File: config.mk
export PLATFORM = sky130hd
export DESIGN_NAME = crlpw_seq
export DESIGN_NICKNAME = d
export VERILOG_FILES = /design/src/design/crlpw_pkg.sv /design/src/design/crlpw_seq.sv
export VERILOG_INCLUDE_DIRS = /design/src /design/src/design
export SDC_FILE = /design/constraint.sdc
export NUM_CORES = 1
export LEC_CHECK = 0
export BUFFER_PORTS_ARGS = -buffer_cell sky130_fd_sc_hd__buf_4
export CAP_MARGIN = 10
export CORE_MARGIN = 1.5
export CORE_UTILIZATION = 35
export DETAILED_ROUTE_END_ITERATION = 6
export PLACE_DENSITY_LB_ADDON = 0.2
export SETUP_SLACK_MARGIN = 0.5
export SYNTH_ARGS = -nofsm -noshare
export SYNTH_HDL_FRONTEND = slang
export SYNTH_SLANG_ARGS = --single-unit
File: constraint.sdc
create_clock -name ref_clk -period 3.2 [get_ports ref_clk]
set_clock_uncertainty 0.15 [all_clocks]
set_input_delay 0.64 -clock ref_clk [delete_from_list [all_inputs] [get_ports ref_clk]]
set_output_delay 0.64 -clock ref_clk [all_outputs]
set_load 0.005 [all_outputs]
File: src/design/crlpw_defs.svh
// Timing and field constants of the low-power arm and wake sequencer
`ifndef CRLPW_DEFS_SVH
`define CRLPW_DEFS_SVH
`define CRLPW_CLK_HZ 20000000
`define CRLPW_HOLD_LOW_MS 100
`define CRLPW_HOLD_LOW_CYC (`CRLPW_HOLD_LOW_MS * (`CRLPW_CLK_HZ / 1000))
`define CRLPW_ARM_WAIT_MS 300
`define CRLPW_ARM_WAIT_CYC (`CRLPW_ARM_WAIT_MS * (`CRLPW_CLK_HZ / 1000))
`define CRLPW_TRK_A 0
`define CRLPW_TRK_B 1
`define CRLPW_TRK_C 2
`endif

File: src/design/crlpw_pkg.sv
// Types of the low-power arm and wake sequencer
package crlpw_pkg;
	typedef enum logic [2:0] {
		CRLPW_OFF,
		CRLPW_ARMED,
		CRLPW_WAKE_HOLD,
		CRLPW_AWAKE,
		CRLPW_REGULAR
	} crlpw_state_t;
endpackage

File: src/design/crlpw_seq.sv
// Low-power arm and wake sequencer of the stripe reader head
`timescale 1ns/10ps
`default_nettype none
`include "crlpw_defs.svh"

module crlpw_seq #(
	parameter int HOLD_LOW_CYC = `CRLPW_HOLD_LOW_CYC,
	parameter int ARM_WAIT_CYC = `CRLPW_ARM_WAIT_CYC
) (
	input wire logic ref_clk,
	input wire logic sys_rst,
	input wire logic strobe_in,
	input wire logic [2:0] head_act,
	input wire logic mount_reversed,
	output logic strobe_out,
	output logic strobe_oe,
	output logic decoder_on,
	output logic [2:0] mem_trk_en,
	output crlpw_pkg::crlpw_state_t state
);
	import crlpw_pkg::*;

	////////////////////////////////////////////////////////////////////////
	localparam int CW = 32;
	crlpw_state_t next_state;
	logic [CW-1:0] cnt;
	logic [CW-1:0] next_cnt;
	logic strobe_q;
	logic [2:0] trk_map;
	wire wake_trk2 = head_act[`CRLPW_TRK_B];
	wire strobe_rise = strobe_in & ~strobe_q;
	wire strobe_fall_host = ~strobe_in & strobe_q;
	wire hold_done = (cnt >= HOLD_LOW_CYC[CW-1:0] - 32'h1);
	wire arm_ok = (cnt >= ARM_WAIT_CYC[CW-1:0]);
	wire next_oe = (next_state == CRLPW_WAKE_HOLD);
	wire next_dec = (next_state == CRLPW_AWAKE) || (next_state == CRLPW_REGULAR);

	// Memory track A,B,C from head track 1,2,3 or reversed
	genvar g;
	generate
		for (g = 0; g < 3; g++) begin : g_map
			assign trk_map[g] = mount_reversed ? head_act[2-g] : head_act[g];
		end
	endgenerate

	////////////////////////////////////////////////////////////////////////
	always_comb begin
		next_state = state;
		next_cnt = cnt + 32'h1;
		case (state)
			CRLPW_OFF: begin
				// Host pulls strobe low after the wait: regular protocol
				if (!strobe_in && arm_ok) begin
					next_state = CRLPW_REGULAR;
				end else if (strobe_in && strobe_q && arm_ok) begin
					// A released line reads high through the pull-up, like a driven one
					next_state = CRLPW_ARMED;
				end
				if (strobe_rise) begin
					next_cnt = '0;
				end else if (arm_ok) begin
					next_cnt = cnt;
				end
			end
			CRLPW_ARMED: begin
				next_cnt = '0;
				if (wake_trk2) begin
					next_state = CRLPW_WAKE_HOLD;
				end else if (strobe_fall_host) begin
					// Host chose the regular protocol instead of waiting for a card
					next_state = CRLPW_REGULAR;
				end
			end
			CRLPW_WAKE_HOLD: begin
				if (hold_done) begin
					next_state = CRLPW_AWAKE;
					next_cnt = '0;
				end
			end
			CRLPW_AWAKE: begin
				next_cnt = cnt;
				if (strobe_rise) begin
					next_state = CRLPW_OFF;
					next_cnt = '0;
				end
			end
			CRLPW_REGULAR: begin
				next_cnt = cnt;
				if (strobe_rise) begin
					next_state = CRLPW_OFF;
					next_cnt = '0;
				end
			end
			default: begin
				next_state = CRLPW_OFF;
				next_cnt = '0;
			end
		endcase
	end

	always_ff @(posedge ref_clk) begin
		if (sys_rst) begin
			state <= CRLPW_OFF;
			cnt <= '0;
			strobe_q <= 1'b1;
			strobe_oe <= 1'b0;
			strobe_out <= 1'b0;
			decoder_on <= 1'b0;
			mem_trk_en <= 3'h0;
		end else begin
			state <= next_state;
			cnt <= next_cnt;
			strobe_q <= strobe_in;
			strobe_oe <= next_oe;
			strobe_out <= 1'b0;
			decoder_on <= next_dec;
			mem_trk_en <= next_dec ? trk_map : 3'h0;
		end
	end

	////////////////////////////////////////////////////////////////////////
	// Length of the current strobe pull-low, kept only for the checks below
	logic [CW-1:0] oe_run;
	always_ff @(posedge ref_clk) begin
		if (sys_rst) begin
			oe_run <= '0;
		end else if (strobe_oe) begin
			oe_run <= oe_run + 32'h1;
		end else begin
			oe_run <= '0;
		end
	end
endmodule // crlpw_seq
`default_nettype wire

==> flow_metrics.tcl, run 1 <==
set metrics [dict create \
    power.leakage_nw 0.904 \
    synth_cell_types 49 \
    grtUsageTotal_pct 15.8 \
    p_per_area_nw_per_um2 363 \
    hold_buffers 0 \
    final_cell_count_no_fill 353 \
    htree_num_levels 2 \
    total_power_mw 0.881 \
    worstHoldPathCells 2 \
    grt_max_degree 31 \
    dp.final_hpwl_um 3430 \
    hold_ws_ns 0.345 \
    finalCritPeriodShare_pct 78.4 \
    grt-ovfl-total 0 \
    avgViaCountPerCell 5.42 \
    async_flop_share_pct 0 \
    rsz0062_at_grt "false" \
    place_congestion 0.810 \
    synth_edf_count 0 \
    final_common_cell "nor2_1" \
    vias 1913 \
    postCtsSetupBuffers 0 \
    grt_antenna_before_repair 0 \
    crit_fanout 7 \
    fin_crit_ns 2.51 \
    pin_count 16 \
    crit_type "flop to flop" \
    rows 28 \
    nets 286 \
    synth_nets 272 \
    timing.rr.end "cnt[15]$_SDFFE_PP0P_" \
    drt_wl_total_um 4880 \
    io_buffers 14 \
    syn_area_per_cell_um2 8.15 \
    wl_per_cell_um 13.8 \
    worstHoldStart "cnt[1]$_SDFFE_PP0P_" \
    drtAntennaViolNets 0 \
    synth_cells 263 \
    final_max_slew_viol_count 0 \
    fmax_ghz 0.399 \
    hp-class "flop to flop" \
    clock_latency_ns 0.30 \
    die_h_um 81.3 \
    path_buf_inv 0 \
    final-hold-violation-count 0 \
    cpLargestDelayFamily "simple AND/OR/NAND/NOR gates" \
    diodes 0 \
    worst_r2r_path_depth 6 \
    ys_seq_area_share_pct 38.3 \
    clock_sinks 41 \
    cts-root-buf "clkbuf_8" \
    clockBufferDepth 2 \
    cts.clk_slew.worst_paths_ns 0.09 \
    finalSetupViolCount 0 \
    die-area_um2 6610 \
    path_cells "or4b_2, nor4_2, nand2_1, nand4_1, xor2_1, nor2_1" \
    fp.dieW_um 81.3 \
    required_ns 3.23 \
    cpPeakStageDelay_ns 0.73 \
    arrival_ns 2.54 \
    reg2reg_slack_ns 0.69 \
    slew_headroom_pct 52.7 \
    syn_area_um2 2140 \
    drv_cap 0 \
    ys_warn_count 0 \
    setup-tns-final_ns 0 \
    crit_path_start_kind "flop" \
    drc 0 \
    hold_end "cnt[1]$_SDFFE_PP0P_" \
    end_kind "flop" \
    ir_worst_vdd_uv 216 \
    synthToLayoutAreaGrowth_pct 13.1 \
    synth-main-ff-cell "dfxtp_1" \
    drt_iter0_drc 99 \
    synth_seq_cells 41 \
    grt_pass1_wl_um 8110 \
    dr.pass1.iters 4 \
    status "complete, no violations" \
    grt_pass1_vias 1712 \
    cpMaxStageDelayCell "or4b_2" \
    final_cell_mix "nor2_1 (42), dfxtp_1 (41), xor2_1 (20), nand4_1 (19), buf_4 (16)" \
    cts_tree "yes" \
    core_um2 5920 \
    cts_resized 0 \
    drive_above_1_share_pct 12.6 \
    tightestPinTransition_ns 0.702 \
    cts_buffers 5 \
    r2r-start "cnt[18]$_SDFFE_PP0P_" \
    start_util_pct 36.2 \
    place_inst 345 \
]
layout make-up:
cell class / instances / area (µm²)
sequential: 41 / 821
fill: 605 / 3490
multi-input combinational: 205 / 1280
clock buffer: 8 / 80.1
timing repair buffer: 16 / 120
inverter: 8 / 30.0
tap: 75 / 93.8
worst max-delay path by stage:
stage,to,startpoint,cells after the start
global placement,cnt[24]$_SDFFE_PP0P_,strobe_in,8
finish,cnt[15]$_SDFFE_PP0P_,cnt[18]$_SDFFE_PP0P_,6
floorplan,cnt[6]$_SDFFE_PP0P_,strobe_in,6
CTS,cnt[6]$_SDFFE_PP0P_,cnt[25]$_SDFFE_PP0P_,6
global route,cnt[6]$_SDFFE_PP0P_,cnt[7]$_SDFFE_PP0P_,6
detailed placement,cnt[24]$_SDFFE_PP0P_,strobe_in,8
cells in the mapped netlist, types with 5 or more instances:
library cell  count  area, µm²
a21oi_1          12       60.1
nor2b_1           5       31.3
nand4_1          19        119
clkbuf_1          6       22.5
nor3_1            5       25.0
and3_1           10       62.6
nor4_1            6       37.5
dfxtp_1          41        821
nand3_1          12       60.1
o21ai_0           6       30.0
inv_1             8       30.0
nor2_1           42        158
nand2_1          14       52.6
xor2_1           20        175
state kept, by name, summed over array words and instances, names as in the netlist:
signal and cells:
state 3, cnt 32, mem_trk_en 3, decoder_on 1, strobe_oe 1, strobe_q 1
routing by layer:
layer  up-vias  global-route usage (%)  part of all wire, %
li1        975                       -                    -
met1       896                    21.9                   50
met2        37                    24.4                   45
met3         5                    3.37                  3.2
met4         0                    5.17                  1.1
met5         -                       0                    0
where the power goes:
part	switching, mW	leakage, nW	internal (mW)	total, mW
Clock	0.172	0.0395	0.155	0.327
Sequential	0.00423	0.331	0.514	0.518
Combinational	0.0206	0.534	0.0150	0.0356
Total	0.197	0.904	0.684	0.881
metrics by stage:
step	util (%)	setup slack [ns]	cell area (µm²)
finish	41.0	0.691	2430
global route	41.0	0.532	2430
CTS	40.6	0.624	2400
detailed placement	39.3	0.570	2320
global placement	39.3	0.636	2320
floorplan	-	0.917	2140
worst register-to-register path: stages, from the launching register on:
cell and delay (ns):
dfxtp_1 0.37, or4b_2 0.73, nor4_2 0.41, nand2_1 0.30, nand4_1 0.22, xor2_1 0.16
nor2_1 0.05
kinds of logic (layout without fill, tap and decap cells):
logic type / count (synthesis) / count (layout) / synth area share [%]
muxes: 2 / 2 / 0.934
and+or+nand+nor: 136 / 136 / 33.5
DFF: 41 / 41 / 38.3
xor gates and xnor gates: 23 / 23 / 9.39
adders and majority gates: 2 / 2 / 1.17
AOI/OAI and AO/OA: 41 / 41 / 13.3
buffers and inverters: 17 / 32 / 3.27
other: 1 / 1 / 0.175
Power figures use the tool's default switching activity.
==> run 2, diff against run 1 <==
==> constraint.sdc (replaced) <==
create_clock -name ref_clk -period 2.4 [get_ports ref_clk]
set_clock_uncertainty 0.15 [all_clocks]
set_input_delay 0.48 -clock ref_clk [delete_from_list [all_inputs] [get_ports ref_clk]]
set_output_delay 0.48 -clock ref_clk [all_outputs]
set_load 0.005 [all_outputs]
==> flow_metrics.tcl, run 2 (synthesized netlist as in run 1, its figures left out) <==
set metrics [dict create \
    drive_above_1_share_pct 23.5 \
    core_um2 5920 \
    r2r-start "cnt[7]$_SDFFE_PP0P_" \
    place_congestion 0.780 \
    dr.pass1.iters 4 \
    grtUsageTotal_pct 17.5 \
    final-hold-violation-count 0 \
    final_max_slew_viol_count 0 \
    timing.rr.end "cnt[6]$_SDFFE_PP0P_" \
    final_cell_mix "nor2_1 (41), dfxtp_1 (38), buf_4 (30), xor2_1 (20), nand4_1 (19)" \
    cpMaxStageDelayCell "or4_4" \
    avgViaCountPerCell 5.37 \
    fmax_ghz 0.440 \
    crit_path_start_kind "flop" \
    drv_cap 0 \
    cts.clk_slew.worst_paths_ns 0.08 \
    cpPeakStageDelay_ns 0.51 \
    multi_input_area_um2 1410 \
    path_buf_inv 0 \
    pin_count 16 \
    diodes 0 \
    path_cells "or4_4, a41o_1, a211oi_2, a31oi_2, or4_1, a21oi_1" \
    start_util_pct 36.2 \
    rows 28 \
    crit_fanout 3 \
    grtUsageMet3_pct 4.04 \
    cpLargestDelayFamily "simple AND/OR/NAND/NOR gates" \
    worst_r2r_path_depth 6 \
    ir_worst_vdd_uv 227 \
    cts-root-buf "clkbuf_8" \
    nets 302 \
    grt_max_degree 31 \
    grt-ovfl-total 0 \
    fillerInstances 605 \
    use_met2_pct 27.6 \
    top_usage_layer "met2" \
    cts_tree "yes" \
    grt_antenna_before_repair 0 \
    drt_wl_total_um 5080 \
    largest_register_ff_count 32 \
    vias 1977 \
    io_buffers 14 \
    regArea_um2 827 \
    clockBufferDepth 2 \
    rsz0062_at_grt "true" \
    cts_buffers 5 \
    worstHoldStart "sys_rst" \
    final_common_cell "nor2_1" \
    reg2reg_slack_ns 0.13 \
    status "complete, no violations" \
    power.leakage_nw 0.998 \
    die_h_um 81.3 \
    hold_end "cnt[1]$_SDFFE_PP0P_" \
    total_power_mw 1.21 \
    dpl_cell_area_um2 2460 \
    clock_sinks 41 \
    drt_iter0_drc 103 \
    crit_type "flop to flop" \
    reg.largest.list "cnt (32), mem_trk_en (3), state (3)" \
    p_per_area_nw_per_um2 448 \
    die-area_um2 6610 \
    worstHoldPathCells 2 \
    clock_latency_ns 0.29 \
    grt_use_met1_pct 23.0 \
    fp.dieW_um 81.3 \
    synthToLayoutAreaGrowth_pct 25.5 \
    hold_buffers 0 \
    stdcell_area_um2 2690 \
    finalSetupViolCount 0 \
    hp-class "input port to flop" \
    largest-register "cnt" \
    wl_per_cell_um 13.8 \
    grt_pass1_wl_um 8760 \
    grt_pass1_vias 1853 \
    drtAntennaViolNets 0 \
    fin_crit_ns 2.27 \
    finalCritPeriodShare_pct 94.8 \
    required_ns 2.48 \
    drc 0 \
    dp.final_hpwl_um 3630 \
    hold_ws_ns 0.251 \
    arrival_ns 2.36 \
    end_kind "flop" \
    setup-tns-final_ns 0 \
    htree_num_levels 2 \
]
run 2: cell count changes in the layout (fill, tap and decap cells not counted), moves of 2 or more:
cell,previous run,this run
a21oi_1,11,8
a21oi_4,0,2
buf_4,16,30
buf_6,0,2
clkbuf_1,3,1
dfxtp_1,41,38
dfxtp_2,0,2
nor2b_1,5,3
nor2b_4,0,2
nor4_2,2,0
nor4_4,0,2
run 2: per-layer routing:
layer | part of all wire, % | up-vias | routed length (µm)
li1 | - | 1008 | -
met5 | 0 | - | 0
met3 | 3.8 | 5 | 195
met4 | 1.5 | 0 | 76
met1 | 48 | 929 | 2450
met2 | 46 | 35 | 2360
run 2: layout make-up:
class	instances	area share, %
Multi-Input combinational cell	205	52.3
Sequential cell	41	30.7
Timing Repair Buffer	32	9.21
Tap cell	75	3.49
Clock buffer	7	3.21
Inverter	8	1.12
run 2: what timing repair did:
action,CTS,global route
endpoints found under the setup margin,39,39
resized for setup,15,5
cloned,0,0
pin swaps,8,1
buffers inserted,5,0
endpoints found under the hold margin,0,0
run 2: worst max path at each step:
stage                   startpoint              endpoint  slack (ns)  cells past startpoint
3_5_place_dp   cnt[8]$_SDFFE_PP0P_  cnt[14]$_SDFFE_PP0P_       -0.02                      6
6_report       cnt[7]$_SDFFE_PP0P_   cnt[6]$_SDFFE_PP0P_        0.13                      6
4_1_cts        cnt[7]$_SDFFE_PP0P_   cnt[6]$_SDFFE_PP0P_        0.12                      6
2_1_floorplan  cnt[7]$_SDFFE_PP0P_   cnt[6]$_SDFFE_PP0P_        0.27                      6
3_3_place_gp   cnt[7]$_SDFFE_PP0P_  cnt[15]$_SDFFE_PP0P_      -0.007                      6
5_1_grt        cnt[7]$_SDFFE_PP0P_   cnt[6]$_SDFFE_PP0P_        0.02                      6
run 2: metrics by stage:
step | setup WS, ns | util (%) | instances
floorplan | 0.267 | - | 263
detailed placement | -0.0157 | 41.5 | 356
CTS | 0.116 | 44.9 | 368
global placement | -0.00658 | 41.5 | 356
finish | 0.125 | 45.5 | 368
global route | 0.0228 | 45.5 | 368
run 2: where the power goes:
group          switching (mW)  internal (mW)  total (mW)
sequential            0.00572          0.684       0.689
combinational          0.0303         0.0238      0.0542
clock                   0.234          0.228       0.462
total                   0.270          0.936        1.21
==> run 3, diff against run 2 <==
--- a/config.mk
+++ b/config.mk
@@ -8,6 +8,7 @@
 export LEC_CHECK = 0
 export BUFFER_PORTS_ARGS = -buffer_cell sky130_fd_sc_hd__buf_4
 export CAP_MARGIN = 10
+export CORE_ASPECT_RATIO = 1.1
 export CORE_MARGIN = 1.5
 export CORE_UTILIZATION = 35
 export DETAILED_ROUTE_END_ITERATION = 6
==> flow_metrics.tcl, run 3 (synthesized netlist as in run 1, its figures left out) <==
set metrics [dict create \
    start_util_pct 36.7 \
    drv_cap 0 \
    timing.rr.end "cnt[6]$_SDFFE_PP0P_" \
    power.leakage_nw 1.06 \
    hold_ws_ns 0.249 \
    grtUsageTotal_pct 17.0 \
    cts-root-buf "clkbuf_8" \
    fp.dieW_um 77.6 \
    p_per_area_nw_per_um2 459 \
    pre_cts_ws_ns 0.0438 \
    grt-ovfl-total 0 \
    drt_wl_total_um 5210 \
    regArea_um2 831 \
    clockBufferDepth 2 \
    hp-class "input port to flop" \
    finalSetupViolCount 0 \
    cts_tree "yes" \
    dp.final_hpwl_um 3660 \
    crit_fanout 4 \
    core_um2 5840 \
    pin_count 16 \
    diodes 0 \
    fmax_ghz 0.438 \
    largest_register_ff_count 32 \
    clock_latency_ns 0.30 \
    fillerInstances 570 \
    io_buffers 14 \
    clock_sinks 41 \
    final_cell_mix "nor2_1 (40), dfxtp_1 (35), buf_4 (34), xor2_1 (20), nand4_1 (19)" \
    htree_num_levels 2 \
    crit_path_start_kind "flop" \
    cts_buffers 5 \
    fin_crit_ns 2.28 \
    grt_pass1_vias 1879 \
    final_core_util_pct 48.0 \
    grt_pass1_wl_um 8970 \
    final_common_cell "nor2_1" \
    cp-endpoint "cnt[6]$_SDFFE_PP0P_" \
    place_congestion 0.762 \
    grt_antenna_before_repair 0 \
    rsz0062_at_grt "true" \
    end_kind "flop" \
    final_max_slew_viol_count 0 \
    required_ns 2.48 \
    rows 29 \
    final-hold-violation-count 0 \
    cts.clk_slew.worst_paths_ns 0.08 \
    vias 1993 \
    total_power_mw 1.29 \
    avgViaCountPerCell 5.30 \
    drt_iter0_drc 89 \
    largest-register "cnt" \
    finalCritPeriodShare_pct 95.1 \
    worst_r2r_path_depth 6 \
    nets 308 \
    status "complete, no violations" \
    grt_max_degree 31 \
    setup-tns-final_ns 0 \
    setup_slack_ns 0.118 \
    drc 0 \
    arrival_ns 2.36 \
    dr.pass1.iters 4 \
    die-area_um2 6610 \
    synthToLayoutAreaGrowth_pct 30.6 \
    ir_worst_vdd_uv 254 \
    wl_per_cell_um 13.9 \
    die_h_um 85.1 \
    reg.largest.list "cnt (32), mem_trk_en (3), state (3)" \
    reg2reg_slack_ns 0.12 \
    drtAntennaViolNets 0 \
    drive_above_1_share_pct 27.8 \
    crit_type "flop to flop" \
    multi_input_area_um2 1440 \
    crit_path_start "cnt[7]$_SDFFE_PP0P_" \
    r2r-start "cnt[7]$_SDFFE_PP0P_" \
]
-- run 3: power breakdown --
part | total, mW | leakage [nW] | switching, mW | internal [mW]
Combinational | 0.0519 | 0.672 | 0.0288 | 0.0232
Sequential | 0.689 | 0.334 | 0.00579 | 0.683
Clock | 0.544 | 0.0540 | 0.241 | 0.302
-- run 3: how the worst min path moves through the flow --
stage	from	cells after the start	slack [ns]	endpoint
global placement	cnt[1]$_SDFFE_PP0P_	2	0.33	cnt[1]$_SDFFE_PP0P_
finish	sys_rst	2	0.25	cnt[1]$_SDFFE_PP0P_
global route	sys_rst	2	0.26	cnt[1]$_SDFFE_PP0P_
CTS	sys_rst	2	0.24	cnt[1]$_SDFFE_PP0P_
detailed placement	cnt[1]$_SDFFE_PP0P_	2	0.33	cnt[1]$_SDFFE_PP0P_
floorplan	cnt[1]$_SDFFE_PP0P_	2	0.31	cnt[1]$_SDFFE_PP0P_
-- run 3: worst max-delay path: stages, from the launching register on --
cell and delay [ns]:
dfxtp_4 0.34, or4_1 0.51, a41o_1 0.23, a211oi_2 0.25, a31oi_2 0.17, or4_1 0.43
a21oi_1 0.13
-- run 3: metrics by stage --
stage	instance area, µm²	instances
finish	2800	376
global route	2800	376
CTS	2770	375
detailed placement	2480	360
global placement	2480	360
floorplan	2230	263
-- run 3: what timing repair did --
item | CTS | global route
resized for setup | 27 | 6
setup buffers | 8 | 1
pin swaps | 12 | 2
cloned | 0 | 0
endpoints found under the setup margin | 39 | 39
hold buffers | 0 | 0
-- run 3: per-layer routing --
metal | routed length (µm) | vias to the layer above | part of all wire, % | GRT usage, %
met2 | 2440 | 31 | 47 | 27.7
met4 | 105 | 0 | 2.0 | 6.28
li1 | - | 1016 | - | -
met3 | 172 | 10 | 3.3 | 3.01
met5 | 0 | - | 0 | 0
met1 | 2490 | 936 | 48 | 22.4
-- run 3: layout make-up --
type,instances,area share (%)
multi-input combinational,205,51.4
sequential,41,29.7
timing repair buffer,38,10.7
tap,77,3.44
clock buffer,5,2.46
clock inverter,2,1.25
inverter,8,1.07
